<file path="src/include/pbcd_params.svh">
// register offsets, field positions, reset values and interrupt layout
`ifndef PBCD_PARAMS_SVH
`define PBCD_PARAMS_SVH
`define PBCD_ADDR_W 5
`define PBCD_OFF_ERRGAP 5'h1b
`define PBCD_OFF_PKTLEN 5'h1c
`define PBCD_OFF_CABLE 5'h1e
`define PBCD_OFF_IRQ_STAT 5'h08
`define PBCD_OFF_IRQ_MASK 5'h09
`define PBCD_OFF_BIST_CTRL 5'h16
`define PBCD_GAP_RST 8'h7d
`define PBCD_LEN_RST 11'h5dc
`define PBCD_CNT_MAX 8'hff
`define PBCD_CNT_ONE 8'h01
`define PBCD_BIT_TOP 15
`define PBCD_BIT_DONE 1
`define PBCD_BIT_FAIL 0
`define PBCD_BIT_CNTMODE 2
`define PBCD_GRADE_GOOD 2'b01
`define PBCD_IRQ_W 3
`define PBCD_IRQ_DONE 0
`define PBCD_IRQ_FAIL 1
`define PBCD_IRQ_SAT 2
`define PBCD_CNT_MSB 15
`define PBCD_CNT_LSB 8
`define PBCD_GAP_MSB 7
`define PBCD_LEN_MSB 10
`define PBCD_GRADE_MSB 9
`define PBCD_GRADE_LSB 8
`define PBCD_LOCK_MSB 1
`define PBCD_ZERO_CNT 8'h00
`define PBCD_ZERO_WORD 16'h0000
`endif

</file>
<file path="src/include/pbcd_pkg.sv">
// types for the bist and cable diagnostic register bank
package pbcd_pkg;
  typedef enum logic [1:0] {
    PBCD_DIAG_IDLE,
    PBCD_DIAG_RUN
  } pbcd_diag_state_t;
endpackage : pbcd_pkg

</file>
<file path="src/rtl/pbcd_regs.sv">
// bist error count, packet generator settings and cable diagnostic registers
// What this block does
// The upper byte of the first test register shows the count of erroneous bytes seen by the prbs checker.
// A software write to either of the two low bits of the bist control register freezes the shown count.
// With counting mode zero the error counter saturates at its maximum instead of wrapping.
// Writing one to bit 15 of the first test register captures the count for reads and clears the counter.
// The low byte of the first test register sets the generator idle gap in bytes, resetting to 125.
// An eleven-bit field of the second test register sets the generated packet length, resetting to 1500.
// Reserved bits ignore writes and read as zero.
// Writing one to bit 15 of the cable register starts a measurement; while zero the engine stays idle.
// The start bit clears itself when the completion flag is raised.
// A read-only two-bit grade field encodes link quality: 01 good, 10 medium, 11 poor, 00 reserved.
// Software trusts the grade only while the link status bit of the phy status register is one.
// A read-only done flag at bit 1 of the cable register is set when a measurement finishes.
// A read-only fail flag at bit 0 of the cable register is set when a measurement fails.
// Starting a new measurement clears the done and fail flags.
`timescale 1ns/1ps
`include "pbcd_params.svh"

module pbcd_regs (
  input wire logic clk_sys,
  input wire logic arst_n,
  input wire logic [`PBCD_ADDR_W-1:0] reg_addr,
  input wire logic [15:0] reg_wdata,
  input wire logic reg_wr,
  input wire logic reg_rd,
  output logic [15:0] reg_rdata,
  input wire logic bist_err_byte,
  input wire logic bist_cnt_mode,
  output logic [7:0] bist_gap_len,
  output logic [10:0] bist_pkt_len,
  output logic diag_start,
  input wire logic diag_done,
  input wire logic diag_fail,
  input wire logic [1:0] diag_grade,
  output logic irq
);

  logic [7:0] err_cnt_r;
  logic [7:0] err_cnt_nxt;
  logic [7:0] err_shown_r;
  logic [7:0] err_shown_nxt;
  logic frozen_r;
  logic [7:0] gap_r;
  logic [10:0] len_r;
  logic start_r;
  logic done_r;
  logic fail_r;
  logic [1:0] grade_r;
  logic [`PBCD_IRQ_W-1:0] irq_stat_r;
  logic [`PBCD_IRQ_W-1:0] irq_mask_r;
  logic [`PBCD_IRQ_W-1:0] irq_ev;
  logic [`PBCD_IRQ_W-1:0] irq_clr;
  logic [15:0] errgap_word;
  logic [15:0] pktlen_word;
  logic [15:0] cable_word;
  logic [15:0] stat_word;
  logic [15:0] mask_word;
  logic [15:0] rd_mux;
  logic [15:0] rdata_r;
  logic irq_r;
  pbcd_pkg::pbcd_diag_state_t st_r;
  pbcd_pkg::pbcd_diag_state_t st_nxt;

  function automatic logic hit(input logic [`PBCD_ADDR_W-1:0] a, input logic [`PBCD_ADDR_W-1:0] off);
    hit = (a == off);
  endfunction : hit

  // write and read decode; bist control writes are only snooped, that register lives elsewhere
  wire wr_errgap = reg_wr && hit(reg_addr, `PBCD_OFF_ERRGAP);
  wire wr_pktlen = reg_wr && hit(reg_addr, `PBCD_OFF_PKTLEN);
  wire wr_cable = reg_wr && hit(reg_addr, `PBCD_OFF_CABLE);
  wire wr_stat = reg_wr && hit(reg_addr, `PBCD_OFF_IRQ_STAT);
  wire wr_mask = reg_wr && hit(reg_addr, `PBCD_OFF_IRQ_MASK);
  wire wr_bctl = reg_wr && hit(reg_addr, `PBCD_OFF_BIST_CTRL);
  wire rd_errgap = hit(reg_addr, `PBCD_OFF_ERRGAP);
  wire rd_pktlen = hit(reg_addr, `PBCD_OFF_PKTLEN);
  wire rd_cable = hit(reg_addr, `PBCD_OFF_CABLE);
  wire rd_stat = hit(reg_addr, `PBCD_OFF_IRQ_STAT);
  wire rd_mask = hit(reg_addr, `PBCD_OFF_IRQ_MASK);

  // error counter control
  wire freeze_req = wr_bctl && (|reg_wdata[`PBCD_LOCK_MSB:0]);
  wire capture_req = wr_errgap && reg_wdata[`PBCD_BIT_TOP];
  wire lock_req = capture_req || freeze_req;
  wire at_max = (err_cnt_r == `PBCD_CNT_MAX);
  wire sat_hold = at_max && !bist_cnt_mode;
  wire cnt_inc = bist_err_byte && !sat_hold;
  wire sat_hit = bist_err_byte && sat_hold;

  // cable diagnostic control; a start written while running is ignored
  wire diag_idle = (st_r == pbcd_pkg::PBCD_DIAG_IDLE);
  wire diag_run = (st_r == pbcd_pkg::PBCD_DIAG_RUN);
  wire start_req = wr_cable && reg_wdata[`PBCD_BIT_TOP] && diag_idle;
  wire finish = diag_run && (diag_done || diag_fail);

  // capture wins over an increment in the same cycle
  assign err_cnt_nxt = capture_req ? `PBCD_ZERO_CNT : (cnt_inc ? err_cnt_r + `PBCD_CNT_ONE : err_cnt_r);
  // shown count follows the counter until locked, and stays locked until reset
  assign err_shown_nxt = lock_req ? err_cnt_r : (frozen_r ? err_shown_r : err_cnt_nxt);

  assign irq_ev[`PBCD_IRQ_DONE] = finish;
  assign irq_ev[`PBCD_IRQ_FAIL] = finish && diag_fail;
  assign irq_ev[`PBCD_IRQ_SAT] = sat_hit;
  assign irq_clr = wr_stat ? reg_wdata[`PBCD_IRQ_W-1:0] : '0;

  always_ff @(posedge clk_sys or negedge arst_n) begin
    if (!arst_n) begin
      err_cnt_r <= `PBCD_ZERO_CNT;
    end else begin
      err_cnt_r <= err_cnt_nxt;
    end
  end

  always_ff @(posedge clk_sys or negedge arst_n) begin
    if (!arst_n) begin
      err_shown_r <= `PBCD_ZERO_CNT;
    end else begin
      err_shown_r <= err_shown_nxt;
    end
  end

  // lock flag for the shown count
  always_ff @(posedge clk_sys or negedge arst_n) begin
    if (!arst_n) begin
      frozen_r <= 1'h0;
    end else if (lock_req) begin
      frozen_r <= 1'h1;
    end
  end

  // packet generator settings
  always_ff @(posedge clk_sys or negedge arst_n) begin
    if (!arst_n) begin
      gap_r <= `PBCD_GAP_RST;
    end else if (wr_errgap) begin
      gap_r <= reg_wdata[`PBCD_GAP_MSB:0];
    end
  end

  always_ff @(posedge clk_sys or negedge arst_n) begin
    if (!arst_n) begin
      len_r <= `PBCD_LEN_RST;
    end else if (wr_pktlen) begin
      len_r <= reg_wdata[`PBCD_LEN_MSB:0];
    end
  end

  // diagnostic engine sequencing
  always_ff @(posedge clk_sys or negedge arst_n) begin
    if (!arst_n) begin
      st_r <= pbcd_pkg::PBCD_DIAG_IDLE;
    end else begin
      st_r <= st_nxt;
    end
  end

  always_comb begin
    st_nxt = st_r;
    case (st_r)
      pbcd_pkg::PBCD_DIAG_IDLE: begin
        if (start_req) begin
          st_nxt = pbcd_pkg::PBCD_DIAG_RUN;
        end
      end
      pbcd_pkg::PBCD_DIAG_RUN: begin
        if (finish) begin
          st_nxt = pbcd_pkg::PBCD_DIAG_IDLE;
        end
      end
      default: begin
        st_nxt = pbcd_pkg::PBCD_DIAG_IDLE;
      end
    endcase
  end

  // start bit, cleared by hardware on completion
  always_ff @(posedge clk_sys or negedge arst_n) begin
    if (!arst_n) begin
      start_r <= 1'h0;
    end else if (start_req) begin
      start_r <= 1'h1;
    end else if (finish) begin
      start_r <= 1'h0;
    end
  end

  always_ff @(posedge clk_sys or negedge arst_n) begin
    if (!arst_n) begin
      done_r <= 1'h0;
    end else if (start_req) begin
      done_r <= 1'h0;
    end else if (finish) begin
      done_r <= 1'h1;
    end
  end

  always_ff @(posedge clk_sys or negedge arst_n) begin
    if (!arst_n) begin
      fail_r <= 1'h0;
    end else if (start_req) begin
      fail_r <= 1'h0;
    end else if (finish) begin
      fail_r <= diag_fail;
    end
  end

  // grade keeps the last completed result; software trusts it only with the link up
  always_ff @(posedge clk_sys or negedge arst_n) begin
    if (!arst_n) begin
      grade_r <= '0;
    end else if (finish) begin
      grade_r <= diag_grade;
    end
  end

  // sticky status bits; a new event wins over a write-one clear in the same cycle
  genvar gi;
  generate
    for (gi = 0; gi < `PBCD_IRQ_W; gi++) begin : g_irq_stat
      always_ff @(posedge clk_sys or negedge arst_n) begin
        if (!arst_n) begin
          irq_stat_r[gi] <= 1'h0;
        end else if (irq_ev[gi]) begin
          irq_stat_r[gi] <= 1'h1;
        end else if (irq_clr[gi]) begin
          irq_stat_r[gi] <= 1'h0;
        end
      end
    end
  endgenerate

  always_ff @(posedge clk_sys or negedge arst_n) begin
    if (!arst_n) begin
      irq_mask_r <= '0;
    end else if (wr_mask) begin
      irq_mask_r <= reg_wdata[`PBCD_IRQ_W-1:0];
    end
  end

  // irq lags the status by one cycle
  always_ff @(posedge clk_sys or negedge arst_n) begin
    if (!arst_n) begin
      irq_r <= 1'h0;
    end else begin
      irq_r <= |(irq_stat_r & irq_mask_r);
    end
  end

  // reserved bits are never set, so they read zero
  always_comb begin
    errgap_word = `PBCD_ZERO_WORD;
    errgap_word[`PBCD_CNT_MSB:`PBCD_CNT_LSB] = err_shown_r;
    errgap_word[`PBCD_GAP_MSB:0] = gap_r;
  end

  always_comb begin
    pktlen_word = `PBCD_ZERO_WORD;
    pktlen_word[`PBCD_LEN_MSB:0] = len_r;
  end

  always_comb begin
    cable_word = `PBCD_ZERO_WORD;
    cable_word[`PBCD_BIT_TOP] = start_r;
    cable_word[`PBCD_GRADE_MSB:`PBCD_GRADE_LSB] = grade_r;
    cable_word[`PBCD_BIT_DONE] = done_r;
    cable_word[`PBCD_BIT_FAIL] = fail_r;
  end

  always_comb begin
    stat_word = `PBCD_ZERO_WORD;
    stat_word[`PBCD_IRQ_W-1:0] = irq_stat_r;
  end

  always_comb begin
    mask_word = `PBCD_ZERO_WORD;
    mask_word[`PBCD_IRQ_W-1:0] = irq_mask_r;
  end

  // unmapped addresses read zero
  assign rd_mux = rd_errgap ? errgap_word :
                  rd_pktlen ? pktlen_word :
                  rd_cable ? cable_word :
                  rd_stat ? stat_word :
                  rd_mask ? mask_word :
                  `PBCD_ZERO_WORD;

  // read data stand one cycle after the strobe, zero otherwise
  always_ff @(posedge clk_sys or negedge arst_n) begin
    if (!arst_n) begin
      rdata_r <= `PBCD_ZERO_WORD;
    end else begin
      rdata_r <= reg_rd ? rd_mux : `PBCD_ZERO_WORD;
    end
  end

  // every output comes straight from a flop
  assign reg_rdata = rdata_r;
  assign bist_gap_len = gap_r;
  assign bist_pkt_len = len_r;
  assign diag_start = start_r;
  assign irq = irq_r;

endmodule : pbcd_regs

</file>
<file path="config.mk">
export PLATFORM = sky130hd
export DESIGN_NAME = pbcd_regs
export DESIGN_NICKNAME = d
export VERILOG_FILES = /design/src/include/pbcd_pkg.sv /design/src/rtl/pbcd_regs.sv
export VERILOG_INCLUDE_DIRS = /design/src /design/src/include
export SDC_FILE = /design/constraint.sdc
export NUM_CORES = 1
export LEC_CHECK = 0
export BUFFER_PORTS_ARGS = -buffer_cell sky130_fd_sc_hd__buf_2
export CAP_MARGIN = 20
export CORE_MARGIN = 2
export CORE_UTILIZATION = 40
export CTS_BUF_LIST = sky130_fd_sc_hd__clkbuf_16
export CTS_CLUSTER_SIZE = 14
export DETAILED_ROUTE_END_ITERATION = 12
export PLACE_DENSITY = 0.67
export SLEW_MARGIN = 20
export SYNTH_ARGS = -nofsm -noshare
export SYNTH_HDL_FRONTEND = slang
export SYNTH_SLANG_ARGS = --single-unit
</file>
<file path="constraint.sdc">
create_clock -name clk_sys -period 4.4 [get_ports clk_sys]
set_input_delay 0.22 -clock clk_sys [delete_from_list [all_inputs] [get_ports clk_sys]]
set_output_delay 0.22 -clock clk_sys [all_outputs]
set_load 0.02 [all_outputs]
</file>
==> flow_summary.json <==
{
  "worstSetupPathType": "reg -> reg",
  "cts_tree": "done",
  "die_area_um2": 8200,
  "muxShareOfSynthArea_pct": 10.02,
  "place_area_um2": 3367,
  "grt_pass1_vias": 2202,
  "fin_area_um2": 3655,
  "irDropWorstVdd_mv": 0.2689,
  "setup_tns_ns": 0,
  "ys_async_sr_fraction_pct": 100.0,
  "syn_area_per_cell_um2": 11.14,
  "synth-edff-count": 0,
  "initial_core_util_pct": 41.31,
  "ctsHoldBuffers": 0,
  "rsz0062_at_grt": "false",
  "cp.required_ns": 4.61,
  "cts_buffer_depth": 2,
  "synth_cell_types": 53,
  "drc": 0,
  "cts_resized": 0,
  "synthesis.area_um2": 2997,
  "yosys.area.top_type": "dfrtp_1",
  "finalPower_w": 0.001806,
  "synthXorXnorAreaFrac_pct": 1.754,
  "start_kind": "register",
  "synth_top_area_share_pct": 43.42,
  "syn-num-nets": 301,
  "fmax_ghz": 0.5526,
  "area_delta_synth_final_pct": 21.96,
  "place.gp.congestion": 0.8923,
  "grt_max_degree": 66,
  "ys_seq_area_share_pct": 54.82,
  "cp.arrival_ns": 2.02,
  "setup_viol": 0,
  "period_needed_ns": 1.810,
  "tightest_slew_ns": 1.011,
  "viasPerCell": 5.352,
  "fin_crit_sh_pct": 41.13,
  "cp_max_fo": 6,
  "yosysWarnings": 0,
  "drtIter0Drc": 162,
  "ys_ff_latch": 65,
  "nets": 360,
  "status": "complete, no violations",
  "synth_top_family_by_area": "simple AND/OR/NAND/NOR gates",
  "wl_per_cell_um": 15.17,
  "post-cts-setup-buffers": 0,
  "dp_hpwl_mm": 4.700,
  "grt_pass1_wl_mm": 10.94,
  "dominantRegCellSynth": "dfrtp_1",
  "cts_sinks": 65,
  "relSlewSlack_pct": 32.11,
  "clkLatencyLatePin_ns": 0.33,
  "root_buffer": "clkbuf_16",
  "io_pins": 68,
  "final_max_slew_viol_count": 0,
  "rows": 31,
  "grt_overflow": 0,
  "htree_levels": 3,
  "fp.dieH_um": 90.56,
  "firstDrtPassIters": 4,
  "dp_slack_ns": 2.309,
  "skew_ns": 0.005965,
  "grt_use_total_pct": 16.80,
  "antenna_found_initial": 0,
  "numPortBuffers": 63,
  "cap_viol_max_count": 0,
  "antenna_cells": 0,
  "clk_pin_slew_ns": 0.06,
  "drive_gt1_share_pct": 36.94,
  "coreArea_um2": 7253,
  "wl_mm": 6.552,
  "p_leak_nw": 1.748,
  "vias": 2312,
  "synth_compound_area_share_pct": 14.03,
  "drtAntennaViolNets": 0,
  "synth-simple-area-share_pct": 15.66,
  "utilization_pct": 50.39,
  "cts-buffers-inserted": 9,
  "powerDensity_nw_per_um2": 494.2,
  "crit_path_end_kind": "register",
  "hold_path.class": "in -> async",
  "synthAdderAreaFrac_pct": 0.4175,
  "synth_area_leaders": "dfrtp_1 43%, dfstp_2 11%, mux2_2 9.0%",
  "setup_ws_ns": 2.590,
  "hold_viol": 0,
  "die_w_um": 90.56,
  "syn_inst": 269
}
-- flip-flops by register name (all words and copies together) (netlist names), 2 cells and up --
register,flops
bist_gap_len,8
bist_pkt_len,11
err_cnt_r,8
err_shown_r,8
grade_r,2
irq_mask_r,3
irq_stat_r,3
reg_rdata,16
-- through the flow --
stage                     instances  hold WS, ns
after CTS                       432      0.09124
after global placement          416       0.4368
after global routing            432       0.1286
final                           432      0.05320
after detailed placement        416       0.4382
after floorplan                 269     -0.07559
-- cell usage after synthesis (all sizes together), types with 3 or more instances --
library cell  count
mux2             24
and3              4
inv               4
mux2i             3
xnor2             6
dfstp            13
buf               5
o21ai             5
nand2b            3
a22o              5
a22oi             5
o211ai            6
a21oi            20
o2bb2ai           4
nor2             15
nor3              4
nand4             3
nor2b             6
dfrtp            52
clkbuf           12
nor4              5
nand2            26
nand3             7
-- cell type report --
| cell class | instances | area (um^2) |
|---|---|---|
| multi-input combinational | 183 | 1255 |
| timing repair buffer | 65 | 330.3 |
| tap | 99 | 123.9 |
| clock buffer | 9 | 225.2 |
| sequential | 65 | 1643 |
| inverter | 4 | 15.01 |
| fill | 666 | 3598 |
| clock inverter | 7 | 62.56 |
-- layout by cell type, fill, tap and decap left out, drive strengths merged, types with 5 or more instances in the layout --
cell type / count
inv: 5
mux2: 24
o21ai: 5
xnor2: 6
a22o: 5
buf: 65
o211ai: 6
a22oi: 5
dfrtp: 52
clkbuf: 9
nand3: 7
clkinv: 5
nor2b: 6
nor4: 5
nand2: 26
a21oi: 20
nor2: 15
dfstp: 13
-- logic make-up after synthesis --
| group | count (synthesis) |
|---|---|
| adders and majority gates | 1 |
| AOI/OAI and AO/OA | 61 |
| buffers and inverters | 21 |
| DFF | 65 |
| muxes | 27 |
| xor gates and xnor gates | 6 |
| and+or+nand+nor | 88 |
-- routing by layer --
| layer | vias up | GRT usage, % | part of all wire [%] |
|---|---|---|---|
| met4 | 0 | 8.846 | 1.1 |
| met2 | 90 | 24.94 | 46 |
| met3 | 6 | 3.673 | 6.5 |
| met1 | 1115 | 23.03 | 47 |
| met5 | - | 0 | 0 |
| li1 | 1101 | - | - |
-- power by group --
group	leakage, nW	total (W)	internal, W	switching (W)
logic	0.784	0.000313	0.000143	0.000170
registers	0.815	0.000817	0.000719	0.0000980
clock network	0.150	0.000676	0.000432	0.000244
total	1.75	0.00181	0.00129	0.000512
-- worst paths after layout --
kind | endpoint | start | cells past startpoint | slack, ns
hold reg to reg | reg_rdata[3]$_DFF_PN0_ | bist_pkt_len[3]$_DFFE_PN1P_ | 2 | 0.51
hold / removal | reg_rdata[6]$_DFF_PN0_ | arst_n | 2 | 0.05
max in group asynchronous | err_shown_r[7]$_DFFE_PN0P_ | arst_n | 2 | 3.82
setup reg to reg | err_shown_r[5]$_DFFE_PN0P_ | err_cnt_r[0]$_DFF_PN0_ | 5 | 2.59
min in group clk_sys | bist_pkt_len[8]$_DFFE_PN1P_ | reg_wdata[8] | 2 | 0.13
setup / recovery | err_shown_r[5]$_DFFE_PN0P_ | err_cnt_r[0]$_DFF_PN0_ | 5 | 2.59
-- critical path: stages (launching register included) --
cell	delay, ns
dfrtp_1	0.43
ha_1	0.27
and4b_1	0.28
a311oi_1	0.42
o211ai_1	0.14
o2bb2ai_1	0.15
Power figures use the tool's default switching activity.
